`config.mk`:
```
export PLATFORM = sky130hd
export DESIGN_NAME = bdc_ctrl
export DESIGN_NICKNAME = d
export VERILOG_FILES = /design/src/rtl/bdc_pkg.sv /design/src/rtl/bdc_sync.sv /design/src/rtl/bdc_ramp.sv /design/src/rtl/bdc_ctrl.sv
export VERILOG_INCLUDE_DIRS = /design/src /design/src/rtl
export SDC_FILE = /design/constraint.sdc
export NUM_CORES = 1
export LEC_CHECK = 0
export BUFFER_PORTS_ARGS = -buffer_cell sky130_fd_sc_hd__buf_4
export CORE_UTILIZATION = 45
export DETAILED_ROUTE_END_ITERATION = 6
export GPL_TIMING_DRIVEN = 0
export PLACE_DENSITY = 0.68
export SLEW_MARGIN = 20
export SYNTH_ARGS = -nofsm -noshare
export SYNTH_HDL_FRONTEND = slang
export SYNTH_SLANG_ARGS = --single-unit
```
`constraint.sdc`:
```
create_clock -name ref_clk_in -period 6.7 [get_ports ref_clk_in]
set_clock_uncertainty 0.05 [all_clocks]
set_input_delay 0.335 -clock ref_clk_in [delete_from_list [all_inputs] [get_ports ref_clk_in]]
set_output_delay 0.335 -clock ref_clk_in [all_outputs]
set_load 0.05 [all_outputs]
```
`src/rtl/bdc_regs.svh`:
```
// Offsets, field positions, reset values and timing counts of the converter supervisory control.
// Assumes a 10 MHz reference clock and a 32-bit AHB-Lite register port.
//
// Notes on behaviour
// RL1: Converter starts, via soft start, only with enable pin high and both enable bits set.
// RL2: Each enable pin rising edge loads every register with its default.
// RL3: Setting the enable bit leaves all other register contents untouched.
// RL4: Enable pin low or bit 6 clear in a voltage register means full shutdown.
// RL5: Ramp register bit 6 set connects the output discharge path when off.
// RL6: First soft-start phase widens on-time from 35 ns for about 100 us.
// RL7: Then half current limit; after 100 us more, full limit if output above 0.5 V.
// RL8: Both switches stay off while input is under the lockout threshold.
// RL9: High-side current at limit turns it off and low side on, every cycle.
// RL10: Output below 0.4 V halves the current limit and clears power good.
// RL11: Over-temperature turns both switches off; operation resumes when it clears.
// RL12: Select pin low regulates to the floor register with the low-state mode bit.
// RL13: Select pin high regulates to the roof register with the high-state mode bit.
// RL14: Writing the selected voltage register starts an output change at the ramp rate.
// RL15: Writing the unselected voltage register leaves the output unchanged.
// RL16: PFM downward select change holds power good low until pulsing resumes.
// RL17: Multiple-step mode holds power good low while ramping.
// RL18: Three-bit slew field selects ramp mode; 111 is single step and default.
// RL19: Single step upward moves at maximum slew rate.
// RL20: Single step downward: immediate in forced PWM, stop switching in auto mode; the code steps at once in both modes and stops switching for one cycle only.
// RL21: Slew values 000 to 110 micro-step; the value sets the step interval.
// RL22: The processor programs floor, roof and slew and may rewrite voltages anytime.
// RL23: No register updates while the enable pin is low; bus works otherwise.
// RL24: Voltage codes are steps of 12.5 mV.
// RL25: Select pin change switches target register and mode bit at once.
`ifndef BDC_REGS_SVH
`define BDC_REGS_SVH
`define BDC_OFS_FLOOR       8'h00
`define BDC_OFS_ROOF        8'h04
`define BDC_OFS_MODE        8'h08
`define BDC_OFS_RAMP        8'h0c
`define BDC_OFS_STATUS      8'h10
`define BDC_OFS_TARGET      8'h14
`define BDC_BIT_EN          7
`define BDC_BIT_VFREE       6
`define BDC_BIT_LOW_STATE_MODE_BIT       0
`define BDC_BIT_HIGH_STATE_MODE_BIT       1
`define BDC_BIT_DISCH       6
`define BDC_VOLT_RST        8'hc0
`define BDC_MODE_RST        8'h00
`define BDC_RAMP_RST        8'h07
`define BDC_SLEW_SINGLE     3'h7
`define BDC_STEP_UV         12500
`define BDC_SS_PHASE_NS     100000
`define BDC_CLK_NS          100
`define BDC_MIN_ON_NS       35
`define BDC_STEP_BASE_CYC   16
`endif

```
`src/rtl/bdc_pkg.sv`:
```
// Types shared by the converter supervisory control.
// Assumes the constants header is included by users.
package bdc_pkg;
  typedef enum logic [2:0] {
    BDC_OFF     = 3'b000,
    BDC_SS_ON   = 3'b001,
    BDC_SS_HALF = 3'b010,
    BDC_RUN     = 3'b011,
    BDC_FAULT   = 3'b100
  } bdc_phase_t;

  typedef struct packed {
    logic        htrans1;
    logic        hwrite;
    logic [7:0]  haddr;
    logic        hsel;
  } bdc_ahb_req_t;

  typedef struct packed {
    logic power_good;
    logic high_on;
    logic low_on;
    logic half_limit;
    logic widen_ontime;
    logic divider_on;
    logic control_on;
    logic discharge_on;
    logic pfm_mode;
    logic stop_switching;
  } bdc_pwr_t;

  typedef struct packed {
    logic vin_low;
    logic over_temp;
    logic curr_limit;
    logic out_below_04;
    logic out_above_05;
    logic at_target;
    logic pulsing;
  } bdc_sense_t;
endpackage : bdc_pkg

```
`src/rtl/bdc_sync.sv`:
```
// Three-stage input synchroniser; output changes once the second and third stages agree.
// Assumes the input is asynchronous to ref_clk_in.
`timescale 1ns/10ps
`default_nettype none
module bdc_sync #(
  parameter int W = 1
) (
  input  wire logic         ref_clk_in,
  input  wire logic         rst_in,
  input  wire logic [W-1:0] async_in,
  output var  logic [W-1:0] sync_out
);
  import bdc_pkg::*;
  typedef struct packed {
    logic [W-1:0] s1;
    logic [W-1:0] s2;
    logic [W-1:0] s3;
    logic [W-1:0] q;
  } bdc_sync_st_t;
  bdc_sync_st_t st;
  bdc_sync_st_t next_st;
  always_comb
  begin
    next_st    = st;
    next_st.s1 = async_in;
    next_st.s2 = st.s1;
    next_st.s3 = st.s2;
    for (int i = 0; i < W; i++)
    begin
      if (st.s2[i] == st.s3[i])
        next_st.q[i] = st.s3[i];
    end
  end
  always_ff @(posedge ref_clk_in)
  begin
    if (rst_in)
      st <= '0;
    else
      st <= next_st;
  end
  assign sync_out = st.q;
endmodule // bdc_sync
`default_nettype wire

```
`src/rtl/bdc_ramp.sv`:
```
// Output target ramp: single step or micro-steps of one code at a slew-dependent interval.
// Assumes the target code comes from the register block on the same clock.
`include "bdc_regs.svh"
`timescale 1ns/10ps
`default_nettype none
module bdc_ramp #(
  parameter int CW = 16
) (
  input  wire logic       ref_clk_in,
  input  wire logic       rst_in,
  input  wire logic       run_in,
  input  wire logic [5:0] target_in,
  input  wire logic [2:0] slew_in,
  input  wire logic       pfm_in,
  output var  logic [5:0] level_out,
  output logic            ramping_out,
  output logic            stop_sw_out
);
  import bdc_pkg::*;
  typedef struct packed {
    logic [5:0]    level;
    logic [CW-1:0] cnt;
  } bdc_ramp_st_t;
  bdc_ramp_st_t st;
  bdc_ramp_st_t next_st;
  logic [CW-1:0] interval;
  logic          single;
  always_comb
  begin
    single   = (slew_in == `BDC_SLEW_SINGLE); // see RL18
    interval = CW'(`BDC_STEP_BASE_CYC) << slew_in; // see RL21
    next_st  = st;
    if (!run_in)
    begin
      next_st.level = target_in;
      next_st.cnt   = '0;
    end
    else if (st.level != target_in)
    begin
      if (single)
      begin
        // Upward goes at full slew; downward steps at once in forced PWM and in auto mode alike.
        if (target_in > st.level || !pfm_in) // see RL19, RL20
          next_st.level = target_in;
        else
          next_st.level = target_in;
        next_st.cnt = '0;
      end
      else if (st.cnt >= interval - CW'(1))
      begin
        next_st.cnt   = '0;
        next_st.level = (target_in > st.level) ? st.level + 6'h01 : st.level - 6'h01; // see RL21
      end
      else
        next_st.cnt = st.cnt + CW'(1);
    end
    else
      next_st.cnt = '0;
  end
  always_ff @(posedge ref_clk_in)
  begin
    if (rst_in)
      st <= '0;
    else
      st <= next_st;
  end
  assign level_out   = st.level;
  assign ramping_out = run_in && (st.level != target_in) && !single;
  assign stop_sw_out = run_in && single && pfm_in && (target_in < st.level);
endmodule // bdc_ramp
`default_nettype wire

```
`src/rtl/bdc_ctrl.sv`:
```
// Supervisory control of the step-down converter: registers, enable, soft start, protections, target select.
// Assumes analogue comparators arrive as asynchronous levels and software uses AHB-Lite word access.
`include "bdc_regs.svh"
`timescale 1ns/10ps
`default_nettype none
module bdc_ctrl #(
  parameter int SS_CYC = (`BDC_SS_PHASE_NS + `BDC_CLK_NS - 1) / `BDC_CLK_NS
) (
  input  wire logic               ref_clk_in,
  input  wire logic               rst_in,
  input  wire logic               hsel_in,
  input  wire logic [31:0]        haddr_in,
  input  wire logic [1:0]         htrans_in,
  input  wire logic               hwrite_in,
  input  wire logic [2:0]         hsize_in,
  input  wire logic [31:0]        hwdata_in,
  input  wire logic               hready_in,
  output var  logic [31:0]        hrdata_out,
  output logic                    hreadyout_out,
  output logic                    hresp_out,
  input  wire logic               enable_pin_in,
  input  wire logic               voltage_select_pin_in,
  input  wire bdc_pkg::bdc_sense_t sense_in,
  output var  bdc_pkg::bdc_pwr_t  pwr_out,
  output var  logic [5:0]         vout_code_out
);
  import bdc_pkg::*;
  localparam int SSW = $clog2(SS_CYC + 1);
  localparam int NIN = 9;
  typedef struct packed {
    logic [7:0]     floor_voltage_reg;
    logic [7:0]     roof_voltage_reg;
    logic [7:0]     mode_config_reg;
    logic [7:0]     ramp_config_reg;
    logic           en_prev;
    logic           sel_prev;
    logic           pg_hold;
    bdc_phase_t     phase;
    logic [SSW-1:0] ss_cnt;
    logic           ap_wr;
    logic [7:0]     ap_addr;
    logic [31:0]    rdata;
    bdc_pwr_t       pwr;
  } bdc_ctrl_st_t;
  bdc_ctrl_st_t st;
  bdc_ctrl_st_t next_st;
  logic [NIN-1:0] raw_in;
  logic [NIN-1:0] sync_in;
  logic           en_pin;
  logic           sel_pin;
  bdc_sense_t     sense;
  logic [7:0]     target_reg;
  logic           target_pfm;
  logic           conv_on;
  logic           sw_allow;
  logic [5:0]     ramp_level;
  logic           ramping;
  logic           stop_sw;

  function automatic logic [31:0] bdc_read(input bdc_ctrl_st_t s, input logic [7:0] a,
                                           input logic [5:0] lvl);
    logic [31:0] d;
    d = '0;
    unique case (a)
      `BDC_OFS_FLOOR:  d[7:0] = s.floor_voltage_reg;
      `BDC_OFS_ROOF:   d[7:0] = s.roof_voltage_reg;
      `BDC_OFS_MODE:   d[7:0] = s.mode_config_reg;
      `BDC_OFS_RAMP:   d[7:0] = s.ramp_config_reg;
      `BDC_OFS_STATUS: d[7:0] = {4'h0, s.pwr.power_good, 3'(s.phase)};
      `BDC_OFS_TARGET: d[5:0] = lvl;
      default:         d = '0;
    endcase
    return d;
  endfunction

  assign raw_in = {enable_pin_in, voltage_select_pin_in, sense_in};

  bdc_sync #(
    .W (NIN)
  ) u_sync (
    .ref_clk_in (ref_clk_in),
    .rst_in     (rst_in),
    .async_in   (raw_in),
    .sync_out   (sync_in)
  );

  assign en_pin  = sync_in[NIN-1];
  assign sel_pin = sync_in[NIN-2];
  assign sense   = sync_in[NIN-3:0];

  // Select pin picks register and mode bit together, without delay.
  assign target_reg = sel_pin ? st.roof_voltage_reg : st.floor_voltage_reg; // see RL12, RL13, RL25
  assign target_pfm = !(sel_pin ? st.mode_config_reg[`BDC_BIT_HIGH_STATE_MODE_BIT]
                                : st.mode_config_reg[`BDC_BIT_LOW_STATE_MODE_BIT]); // see RL12, RL13
  assign conv_on = en_pin && st.floor_voltage_reg[`BDC_BIT_VFREE]
                          && st.roof_voltage_reg[`BDC_BIT_VFREE]; // see RL1, RL4
  assign sw_allow = conv_on && !sense.vin_low && !sense.over_temp; // see RL8, RL11

  // Each code is one 12.5 mV step; the analogue DAC maps the code to volts.
  bdc_ramp #(
    .CW (16)
  ) u_ramp (
    .ref_clk_in  (ref_clk_in),
    .rst_in      (rst_in),
    .run_in      (st.phase == BDC_RUN),
    .target_in   (target_reg[5:0]),
    .slew_in     (st.ramp_config_reg[2:0]),
    .pfm_in      (target_pfm),
    .level_out   (ramp_level),
    .ramping_out (ramping),
    .stop_sw_out (stop_sw)
  ); // see RL14, RL15, RL24

  always_comb
  begin
    next_st          = st;
    next_st.en_prev  = en_pin;
    next_st.sel_prev = sel_pin;
    next_st.ap_wr    = 1'b0;
    next_st.rdata    = '0;

    // AHB-Lite slave: zero wait states, word-size writes only, reads of any size, unmapped reads return zero.
    if (hsel_in && hready_in && htrans_in[1])
    begin
      next_st.ap_wr   = hwrite_in && (hsize_in == 3'h2);
      next_st.ap_addr = haddr_in[7:0];
      if (!hwrite_in)
        next_st.rdata = bdc_read(st, haddr_in[7:0], ramp_level);
    end
    // Writes are dropped in hardware shutdown, but accepted with only the enable bit clear.
    if (st.ap_wr && en_pin) // see RL23
    begin
      unique case (st.ap_addr)
        `BDC_OFS_FLOOR: next_st.floor_voltage_reg = hwdata_in[7:0]; // see RL3, RL22
        `BDC_OFS_ROOF:  next_st.roof_voltage_reg  = hwdata_in[7:0]; // see RL3, RL22
        `BDC_OFS_MODE:  next_st.mode_config_reg   = hwdata_in[7:0];
        `BDC_OFS_RAMP:  next_st.ramp_config_reg   = hwdata_in[7:0];
        default:        next_st.ap_wr = 1'b0;
      endcase
    end
    if (en_pin && !st.en_prev)
    begin
      next_st.floor_voltage_reg = `BDC_VOLT_RST; // see RL2
      next_st.roof_voltage_reg  = `BDC_VOLT_RST; // see RL2
      next_st.mode_config_reg   = `BDC_MODE_RST; // see RL2
      next_st.ramp_config_reg   = `BDC_RAMP_RST; // see RL2, RL18
    end

    // Soft start and protection sequencing.
    if (!conv_on)
    begin
      next_st.phase  = BDC_OFF; // see RL4
      next_st.ss_cnt = '0;
    end
    else
    begin
      unique case (st.phase)
        BDC_OFF:
        begin
          next_st.phase  = BDC_SS_ON; // see RL1
          next_st.ss_cnt = '0;
        end
        BDC_SS_ON:
        begin
          if (sense.at_target)
            next_st.phase = BDC_RUN;
          else if (st.ss_cnt >= SSW'(SS_CYC - 1))
          begin
            next_st.phase  = BDC_SS_HALF; // see RL7
            next_st.ss_cnt = '0;
          end
          else
            next_st.ss_cnt = st.ss_cnt + SSW'(1); // see RL6
        end
        BDC_SS_HALF:
        begin
          if (st.ss_cnt >= SSW'(SS_CYC - 1))
          begin
            if (sense.out_above_05)
              next_st.phase = BDC_RUN; // see RL7
          end
          else
            next_st.ss_cnt = st.ss_cnt + SSW'(1);
        end
        BDC_RUN:
          if (sense.vin_low || sense.over_temp)
            next_st.phase = BDC_FAULT; // see RL8, RL11
        BDC_FAULT:
          if (!sense.vin_low && !sense.over_temp)
          begin
            next_st.phase  = BDC_SS_ON; // see RL11
            next_st.ss_cnt = '0;
          end
        default:
          next_st.phase = BDC_OFF;
      endcase
    end

    // Downward select change in PFM keeps power good low until pulsing resumes.
    if (st.sel_prev && !sel_pin && target_pfm)
      next_st.pg_hold = 1'b1; // see RL16
    else if (sense.pulsing || !conv_on)
      next_st.pg_hold = 1'b0;

    next_st.pwr.control_on     = conv_on; // see RL4
    next_st.pwr.divider_on     = conv_on; // see RL4
    next_st.pwr.discharge_on   = !conv_on && st.ramp_config_reg[`BDC_BIT_DISCH]; // see RL5
    next_st.pwr.widen_ontime   = sw_allow && (st.phase == BDC_SS_ON); // see RL6
    next_st.pwr.half_limit     = (st.phase == BDC_SS_HALF) || sense.out_below_04; // see RL7, RL10
    next_st.pwr.pfm_mode       = target_pfm;
    next_st.pwr.stop_switching = stop_sw; // see RL20
    // Current limit ends the high-side pulse and hands over to the low side each cycle.
    next_st.pwr.high_on = sw_allow && (st.phase != BDC_OFF) && !sense.curr_limit && !stop_sw; // see RL9
    next_st.pwr.low_on  = sw_allow && (st.phase != BDC_OFF) && (sense.curr_limit || !stop_sw); // see RL9
    next_st.pwr.power_good = (st.phase == BDC_RUN) && sw_allow && !sense.out_below_04 // see RL10
                             && !ramping && !st.pg_hold; // see RL16, RL17
  end

  always_ff @(posedge ref_clk_in)
  begin
    if (rst_in)
    begin
      st                   <= '0;
      st.floor_voltage_reg <= `BDC_VOLT_RST;
      st.roof_voltage_reg  <= `BDC_VOLT_RST;
      st.mode_config_reg   <= `BDC_MODE_RST;
      st.ramp_config_reg   <= `BDC_RAMP_RST;
      st.phase             <= BDC_OFF;
    end
    else
      st <= next_st;
  end

  assign hrdata_out    = st.rdata;
  assign hreadyout_out = 1'b1;
  assign hresp_out     = 1'b0;
  assign pwr_out       = st.pwr;
  assign vout_code_out = ramp_level;
endmodule // bdc_ctrl
`default_nettype wire

```
==> impl_results.md, run 1 <==
- First-pass GRT wire length: 22.7 mm
- Clk Latency, worst-skew pair: 0.41 ns
- Fin util: 56.5%
- Failing checks: design-rule violations
- Synth warn: 0
- Post-synth EDFFs: 0
- Resize count post-CTS: 0
- Global routing met2 resource utilization: 35.3%
- Die height: 118 µm
- Share of post-route cells with drive strength above 1: 20.8%
- CTS Sinks: 132
- Core Footprint: 13,200 µm²
- Via density: 5.12
- Arrival time of the worst setup path: 4.22 ns
- Vias: 4,901
- HPWL Detailed: 10.0 mm
- Synth Instances: 668
- Max-slew violations: 0
- Synth top area share: 43.3%
- Post-Syn Area: 6100 µm²
- Largest net degree at the start of global routing: 17
- # DRC: 1
- Starting Density: 46.1%
- Met1 global-route usage: 24.7%
- Gr usage total: 20.4%
- CTS tree: yes
- Row count: 42
- Remaining antenna violation count: 0
- Final period util: 59.2%
- Area leader, netlist: dfxtp_1
- H-tree lvl count: 4
- FFs w/ async S/R, synth: 0%
- Die W: 118 µm
- Initial antenna violation count: 0
- Slew headroom: 45.3%
- VDD IR max: 186 µV
- Setup TNS: 0 ns
- Unique masters post-synth: 65
- Seq/Total Area, Yosys: 43.3%
- Tmin final: 3.96 ns
- # IOs: 133
- Synth area leaders: dfxtp_1 43%, buf_4 6.3%, mux2i_1 4.9%
- Hold WC Path Type: in -> reg
- CP Capture Type: flip-flop
- Routing usage on met3: 5.12%
- Max Clk Rate: 252 MHz
- Max Fanout on Critical Path: 10
- Hold Vio Cnt, Final: 0
- Die footprint: 14,000 µm²
- Slew @ Worst Pin: 0.815 ns
- Count leader, synth: dfxtp_1
- Vias in the first global route: 4,755
- Fill count: 1,176
- Clock Root Buffer: clkbuf_16
- Clock buffer depth: 2
- Ys flop type: dfxtp_1
- Final setup violating endpoints: 0
- RSZ-0062 raised after global routing: no
- GPL Wtd Cong: 0.834
- Final net count: 876
- Most frequent cells after synthesis: 132 x dfxtp_1, 74 x nor2_1, 71 x nand2_1, 51 x buf_4, 42 x a21oi_1
- Static Leak: 0.00318 µW
- Grt ovf: 0
- GR peak layer: met2
- CTS Buf Count: 17
- Final wirelength: 13.7 mm
- Cell Pwr Density: 254 nW/µm²
- Diode count: 0
- Avg Inst Size Synth: 9.14 µm²
- Max-cap check violation count: 0
- CTS clk-pin slew, worst paths: 0.06 ns
- Setup Fix Bufs, Post-CTS: 0
- FF+latch count, synth: 132
- Hold buffer count at cts: 0
- CP Launch Type: flip-flop
- Synthesis-to-finish area growth: 22.7%
- DR iter-0 viols: 365
- Status: finished with violations
- Drt wl/cell: 14.3 µm
- Critical path class: reg -> reg
- Crit path required time: 6.95 ns
- IO Port Bufs: 56
- DRT Pass-1 Iters: 7
[cell usage in the layout (no fill, tap or decap), drive strengths merged, types with 13 or more instances in the layout]
cell,instances
dfxtp,132
buf,112
nor2,75
nand2,72
a21oi,43
clkbuf,42
nor2b,32
mux2i,30
conb,29
nand3,24
ha,22
o21ai,18
xnor2,15
inv,13
[power breakdown]
part / internal [µW] / switching (µW)
combinational: 33.8 / 63.8
clock: 677 / 328
sequential: 794 / 3.93
[path summary, 6_finish.rpt]
kind                      startpoint                  end  slack, ns  cells after the start
setup reg to reg  u_sync.sync_out[7]  u_ramp.level_out[5]       2.74                     14
hold reg to reg   u_sync.next_st[20]   u_sync.next_st[11]       0.39                      1
setup / recovery  u_sync.sync_out[7]  u_ramp.level_out[5]       2.74                     14
hold / removal           sense_in[0]   u_sync.next_st[18]       0.08                      2
[metal layers]
layer | vias up | wire length (µm)
met4 | 0 | 204
met3 | 19 | 735
met2 | 157 | 6770
li1 | 2433 | -
met1 | 2292 | 6030
met5 | - | 0
[area by class of cell]
class	instances	area (µm²)	area share, %
Sequential cell	132	2640	35.3
Tap cell	176	220	2.94
Timing Repair Buffer	56	420	5.62
Inverter	13	48.8	0.652
Clock buffer	22	464	6.20
Clock inverter	9	176	2.36
Buffer	76	485	6.49
Multi-Input combinational cell	474	3030	40.4
[registers in the layout (all words and copies together), names as in the netlist]
name and count:
u_sync.st 9, u_sync.sync_out 9, hrdata_out 8, u_sync.next_st 18
st 57, u_ramp.st 16, u_ramp.level_out 6, pwr_out 9
[logic make-up after synthesis]
family / after synthesis / synth area share [%]
fa+ha+maj: 23 / 4.84
flops: 132 / 43.3
compound gates: 103 / 11.2
xor+xnor: 25 / 3.59
other cells: 2 / 0.123
buf+inv: 89 / 8.75
mux: 42 / 7.87
simple gates: 252 / 20.4
[worst max-delay path: stages, from the launching register on]
cell and delay (ns):
dfxtp_1 0.34, clkbuf_1 0.43, mux2_2 0.44, ha_1 0.31
and4_1 0.23, and3_1 0.23, a31oi_1 0.27, inv_1 0.19
ha_1 0.38, o21ai_0 0.08, o21ba_2 0.24, o21a_1 0.11
nor2_1 0.05, or3_1 0.34, a31o_1 0.18
[stage by stage]
| stage | instances | power, µW | worst slack, ns | hold slack [ns] | instance area [µm²] |
|---|---|---|---|---|---|
| floorplan | 695 | 882 | 3.22 | 0.364 | 6200 |
| global route | 958 | 1960 | 2.50 | 0.0800 | 7490 |
| global placement | 927 | 910 | 2.83 | 0.369 | 6850 |
| finish | 958 | 1900 | 2.74 | 0.0842 | 7490 |
| detailed placement | 927 | 911 | 2.71 | 0.377 | 6850 |
| CTS | 958 | 1910 | 2.70 | 0.0716 | 7490 |
Power figures use the tool's default switching activity.
==> run 2: changes to the inputs <==
- PLACE_DENSITY: 0.68 -> 0.71
- clock period: 6.7 -> 3.3 ns (I/O delays scaled with it)
==> impl_results.md, run 2 (synthesized netlist as in run 1, its figures left out) <==
- RSZ-0062 raised after global routing: yes (was no)
- Vias in the first global route: 4,906 (was 4,755)
- Die height: 118 µm (unchanged)
- Hold Vio Cnt, Final: 0 (unchanged)
- Row count: 42 (unchanged)
- DR iter-0 viols: 316 (was 365)
- Final net count: 907 (was 876)
- Drt wl/cell: 14.8 µm (was 14.3 µm)
- Gr usage total: 20.9% (was 20.4%)
- Static Leak: 0.00335 µW (was 0.00318 µW)
- CP Launch Type: flip-flop (unchanged)
- H-tree lvl count: 4 (unchanged)
- Max Fanout on Critical Path: 7 (was 10)
- Final wirelength: 14.7 mm (was 13.7 mm)
- Largest net degree at the start of global routing: 17 (unchanged)
- IO Port Bufs: 56 (unchanged)
- Clock power share: 51.2% (was 52.9%)
- First-pass GRT wire length: 23.1 mm (was 22.7 mm)
- Max-cap check violation count: 0 (unchanged)
- Final setup violating endpoints: 0 (unchanged)
- Hold_ws: 0.192 ns (was 0.0842 ns)
- Failing checks: design-rule violations (unchanged)
- Max Clk Rate: 308 MHz (was 252 MHz)
- Critical path class: reg -> reg (unchanged)
- Commonest non-fill, non-tap cell in the layout: dfxtp_1 (unchanged)
- Grt ovf: 0 (unchanged)
- Diode count: 0 (unchanged)
- Layout Cell Area excl Fill: 7910 µm² (was 7490 µm²)
- Cell area after placement: 6860 µm² (was 6850 µm²)
- Die footprint: 14,000 µm² (unchanged)
- Sw Ratio: 23.3% (was 20.8%)
- # DRC: 1 (unchanged)
- Max FFs per register: 57 (unchanged)
- Slew @ Worst Pin: 0.798 ns (was 0.815 ns)
- Vias: 5,121 (was 4,901)
- Cell Pwr Density: 477 nW/µm² (was 254 nW/µm²)
- VDD IR max: 360 µV (was 186 µV)
- Dpl cells: 927 (unchanged)
- CTS Buf Count: 17 (unchanged)
- P_int: 2890 µW (was 1500 µW)
- Synthesis-to-finish area growth: 29.6% (was 22.7%)
- Clock Root Buffer: clkbuf_16 (unchanged)
- CP Capture Type: flip-flop (unchanged)
- HPWL Detailed: 10.0 mm (about the same)
- Core Footprint: 13,200 µm² (unchanged)
- Crit path required time: 3.56 ns (was 6.95 ns)
- Clk Latency, worst-skew pair: 0.42 ns (was 0.41 ns)
- Final worst slack: 0.0525 ns (was 2.74 ns)
- Tmin final: 3.25 ns (was 3.96 ns)
- Most frequent cells in the layout: 131 x dfxtp_1, 113 x buf_4, 73 x nor2_1 (was 132 x dfxtp_1, 107 x buf_4, 74 x nor2_1)
- Arrival time of the worst setup path: 3.51 ns (was 4.22 ns)
- Slew headroom: 46.4% (was 45.3%)
- Remaining antenna violation count: 0 (unchanged)
- Largest Register: st (unchanged)
- GPL Wtd Cong: 0.842 (was 0.834)
- Non-filler instance count after layout: 990 (was 958)
- CTS clk-pin slew, worst paths: 0.06 ns (about the same)
- CTS Sinks: 132 (unchanged)
- Sequential Power Share: 42.9% (was 42.0%)
- Gate power share: 5.9% (was 5.1%)
- Status: finished with violations (unchanged)
- # IOs: 133 (unchanged)
- Die W: 118 µm (unchanged)
- Setup TNS: 0 ns (unchanged)
- Clock buffer depth: 2 (unchanged)
- Via density: 5.17 (was 5.12)
- DRT Pass-1 Iters: 7 (unchanged)
- Pre-CTS setup slack: -0.328 ns (was 2.71 ns)
- Hold WC Path Type: in -> reg (unchanged)
- Starting Density: 46.1% (unchanged)
- Initial antenna violation count: 0 (unchanged)
- CTS tree: yes (unchanged)
- Final period util: 98.4% (was 59.2%)
- Max-slew violations: 0 (unchanged)
- Switching power total: 878 µW (was 396 µW)
- Share of post-route cells with drive strength above 1: 23.3% (was 20.8%)
run 2: through the flow:
stage	power, µW	util, %
finish	3770	59.7
global route	3870	59.7
CTS	3780	58.9
detailed placement	1850	51.8
global placement	1850	51.8
floorplan	1790	-
run 2: final timing paths:
| path | startpoint | to | slack [ns] | depth (start not counted) |
|---|---|---|---|---|
| setup / recovery | u_sync.sync_out[7] | u_ramp.level_out[5] | 0.05 | 15 |
| hold / removal | rst_in | st[66] | 0.19 | 2 |
| setup reg to reg | u_sync.sync_out[7] | u_ramp.level_out[5] | 0.05 | 15 |
| hold reg to reg | u_sync.next_st[24] | u_sync.next_st[15] | 0.38 | 1 |
run 2: routing by layer:
| metal | track usage [%] | vias to the layer above | share of wire, % |
|---|---|---|---|
| met3 | 5.98 | 45 | 4.8 |
| met4 | 8.70 | 0 | 3.3 |
| met5 | 0 | - | 0 |
| li1 | - | 2493 | - |
| met1 | 23.8 | 2442 | 42 |
| met2 | 36.4 | 141 | 50 |
run 2: final cells by class:
type	instances	area, µm²
buffer	76	497
clock buffer	17	425
clock inverter	15	181
fill	1146	5340
inverter	13	51.3
multi-input combinational	474	3170
sequential	132	2640
tap	176	220
timing repair buffer	87	716
run 2: worst max-delay path: stages, from the launching register on:
cell	delay, ns
dfxtp_2	0.33
buf_8	0.14
buf_4	0.14
mux2_4	0.32
ha_4	0.29
nor2b_4	0.15
o21ai_2	0.10
a31oi_4	0.25
inv_4	0.10
ha_4	0.29
o21ai_0	0.06
o21ba_2	0.24
o21a_1	0.13
nor2_2	0.04
or3_1	0.34
a31o_1	0.18
run 2: power by group through the flow:
| stage | Combinational, µW | Clock [µW] | Sequential, µW |
|---|---|---|---|
| global placement | 194 | 0 | 1650 |
| global route | 235 | 2010 | 1620 |
| CTS | 220 | 1940 | 1620 |
| finish | 222 | 1930 | 1620 |
| detailed placement | 196 | 0 | 1650 |
| floorplan | 140 | 0 | 1650 |
run 2: what timing repair did:
| item | in CTS | in global routing |
|---|---|---|
| setup endpoints to repair | 4 | 3 |
| buffers inserted | 3 | 3 |
| hold buffers | 25 | 0 |
| pin swaps | 0 | 3 |
| endpoints found under the hold margin | 45 | 0 |
| resized for setup | 11 | 14 |
==> run 3: changes to the inputs <==
- GPL_TIMING_DRIVEN: 0 -> default
==> impl_results.md, run 3 (synthesized netlist as in run 1, its figures left out) <==
- Status: finished with violations (unchanged)
- Failing checks: design-rule violations (unchanged)
- DR top layer: met4 (unchanged)
- Reg area: 2650 µm² (was 2640 µm²)
- Hold_ws: 0.0624 ns (was 0.192 ns)
- Static Leak: 0.00303 µW (was 0.00335 µW)
- Cell Pwr Density: 517 nW/µm² (was 477 nW/µm²)
- Hold WC Path Type: in -> reg (unchanged)
- Clock buffer depth: 2 (unchanged)
- CTS Buf Count: 17 (unchanged)
- Vias: 4,692 (was 5,121)
- Synthesis-to-finish area growth: 21.1% (was 29.6%)
- Final wirelength: 12.7 mm (was 14.7 mm)
- Critical path class: reg -> reg (unchanged)
- Die height: 118 µm (unchanged)
- VDD IR max: 327 µV (was 360 µV)
- IO Port Bufs: 57 (was 56)
- Crit path required time: 3.55 ns (was 3.56 ns)
- Share of post-route cells with drive strength above 1: 17.8% (was 23.3%)
- Max FFs per register: 57 (unchanged)
- Largest net degree at the start of global routing: 64 (was 17)
- Final net count: 835 (was 907)
- Fill count: 1,165 (was 1,146)
- CP Launch Type: flip-flop (unchanged)
- # DRC: 1 (unchanged)
- Max Clk Rate: 313 MHz (was 308 MHz)
- # IOs: 133 (unchanged)
- DR iter-0 viols: 334 (was 316)
- CP Capture Type: flip-flop (unchanged)
- CTS clk-pin slew, worst paths: 0.06 ns (about the same)
- Max stage delay on crit path: 0.39 ns (was 0.34 ns)
- Cells on worst reg2reg path: 13 (was 15)
- Routed met1 length: 5.69 mm (was 6.20 mm)
- WL met2: 6.17 mm (was 7.26 mm)
- Hold Vio Cnt, Final: 0 (unchanged)
- Cell area after placement: 6440 µm² (was 6860 µm²)
- HPWL Detailed: 8.91 mm (was 10.0 mm)
- Fin util: 55.8% (was 59.7%)
- Grt ovf: 0 (unchanged)
- Clock Root Buffer: clkbuf_16 (unchanged)
- Tot Pwr: 3830 µW (was 3770 µW)
- Via density: 5.11 (was 5.17)
- Final setup violating endpoints: 0 (unchanged)
- Gr usage total: 19.0% (was 20.9%)
- Die footprint: 14,000 µm² (unchanged)
- Arrival time of the worst setup path: 3.44 ns (was 3.51 ns)
- Most frequent cells in the layout: 131 x dfxtp_1, 73 x nor2_1, 71 x nand2_1 (was 131 x dfxtp_1, 113 x buf_4, 73 x nor2_1)
- Initial antenna violation count: 0 (unchanged)
- Row count: 42 (unchanged)
- DRT Pass-1 Iters: 7 (unchanged)
- Starting Density: 46.1% (unchanged)
- Slew @ Worst Pin: 0.819 ns (was 0.798 ns)
- Max-slew violations: 0 (unchanged)
- Slowest CP cell: dfxtp_4 (was or3_1)
- Core Footprint: 13,200 µm² (unchanged)
- Final period util: 96.7% (was 98.4%)
- Tmin final: 3.19 ns (was 3.25 ns)
- First-pass GRT wire length: 21.3 mm (was 23.1 mm)
- Stages on the worst setup path: 13 (was 15)
- Remaining antenna violation count: 0 (unchanged)
- Slew headroom: 45.0% (was 46.4%)
- Die W: 118 µm (unchanged)
- Met3 WL: 585 µm (was 710 µm)
- Worst path cell trace: mux2_2, ha_1, and4_4, and3_2, a31oi_4, inv_4, ha_4, o21ai_0, o21ba_2, o21a_1, nor2_2, or3_1, a31o_1 (was buf_8, buf_4, mux2_4, ha_4, nor2b_4, o21ai_2, a31oi_4, inv_4, ha_4, o21ai_0, o21ba_2, o21a_1, nor2_2, or3_1, a31o_1)
- Largest Register: st (unchanged)
- WP buf/inv: 1 (was 3)
- Layout Cell Area excl Fill: 7390 µm² (was 7910 µm²)
- Drt wl/cell: 13.9 µm (was 14.8 µm)
- Setup TNS: 0 ns (unchanged)
- Vias in the first global route: 4,566 (was 4,906)
- Diode count: 0 (unchanged)
- Commonest non-fill, non-tap cell in the layout: dfxtp_1 (unchanged)
- H-tree lvl count: 4 (unchanged)
- Clk Latency, worst-skew pair: 0.41 ns (was 0.42 ns)
- Multi-input gate area: 3090 µm² (was 3170 µm²)
- Worst path top cell family by delay: compound AO/OA/AOI/OAI gates (unchanged)
- CTS tree: yes (unchanged)
- CTS Sinks: 132 (unchanged)
- Worst hold path depth: 3 (was 2)
- Max-cap check violation count: 0 (unchanged)
- Max Fanout on Critical Path: 5 (was 7)
- GPL Wtd Cong: 0.867 (was 0.842)
## run 3: cell count changes in the layout (fill, tap and decap cells not counted), sizes merged
| cell | change |
|---|---|
| bufinv | +1 |
| clkinv | -6 |
| inv | +1 |
| buf | -53 |
| clkinvlp | +2 |
| clkbuf | -17 |
## run 3: metrics by stage
stage,setup WS [ns],instances
floorplan,0.00868,695
global placement,-0.0261,860
detailed placement,-0.181,860
CTS,0.00289,917
global route,-0.00532,918
finish,0.108,918
## run 3: per-layer routing
layer / GRT usage, % / up-vias
li1: - / 2347
met1: 23.1 / 2209
met2: 31.8 / 114
met3: 5.36 / 22
met4: 7.59 / 0
met5: 0 / -
## run 3: power by group
group	switching, µW	internal, µW	total (µW)
Combinational	123	63.2	186
Clock	722	1300	2020
Sequential	7.61	1610	1620
Total	853	2970	3830
## run 3: final timing paths
check,slack (ns),end,from
hold reg to reg,0.38,u_sync.next_st[15],u_sync.next_st[24]
setup / recovery,0.11,u_ramp.level_out[5],u_sync.sync_out[7]
hold / removal,0.06,st[44],haddr_in[2]
setup reg to reg,0.11,u_ramp.level_out[5],u_sync.sync_out[7]
## run 3: timing repair
item | in CTS | in global routing
hold endpoints to repair | 43 | 0
endpoints found under the setup margin | 3 | 3
hold buffers | 25 | 0
buffers inserted | 0 | 1
gates resized for setup | 3 | 10
## run 3: final cells by class
type / count / share of cell area (%)
flip-flops and latches: 132 / 35.8
clock inverters: 13 / 2.67
clock buffers: 19 / 5.99
well taps: 176 / 2.98
repair buffers: 91 / 10.1
inverters: 13 / 0.694
multi-input cells: 474 / 41.8
## run 3: worst reg2reg max path, stage by stage (launching register included)
cell     delay, ns
dfxtp_4       0.39
mux2_2        0.36
ha_1          0.27
and4_4        0.20
and3_2        0.24
a31oi_4       0.21
inv_4         0.09
ha_4          0.28
o21ai_0       0.07
o21ba_2       0.24
o21a_1        0.13
nor2_2        0.04
or3_1         0.33
a31o_1        0.18
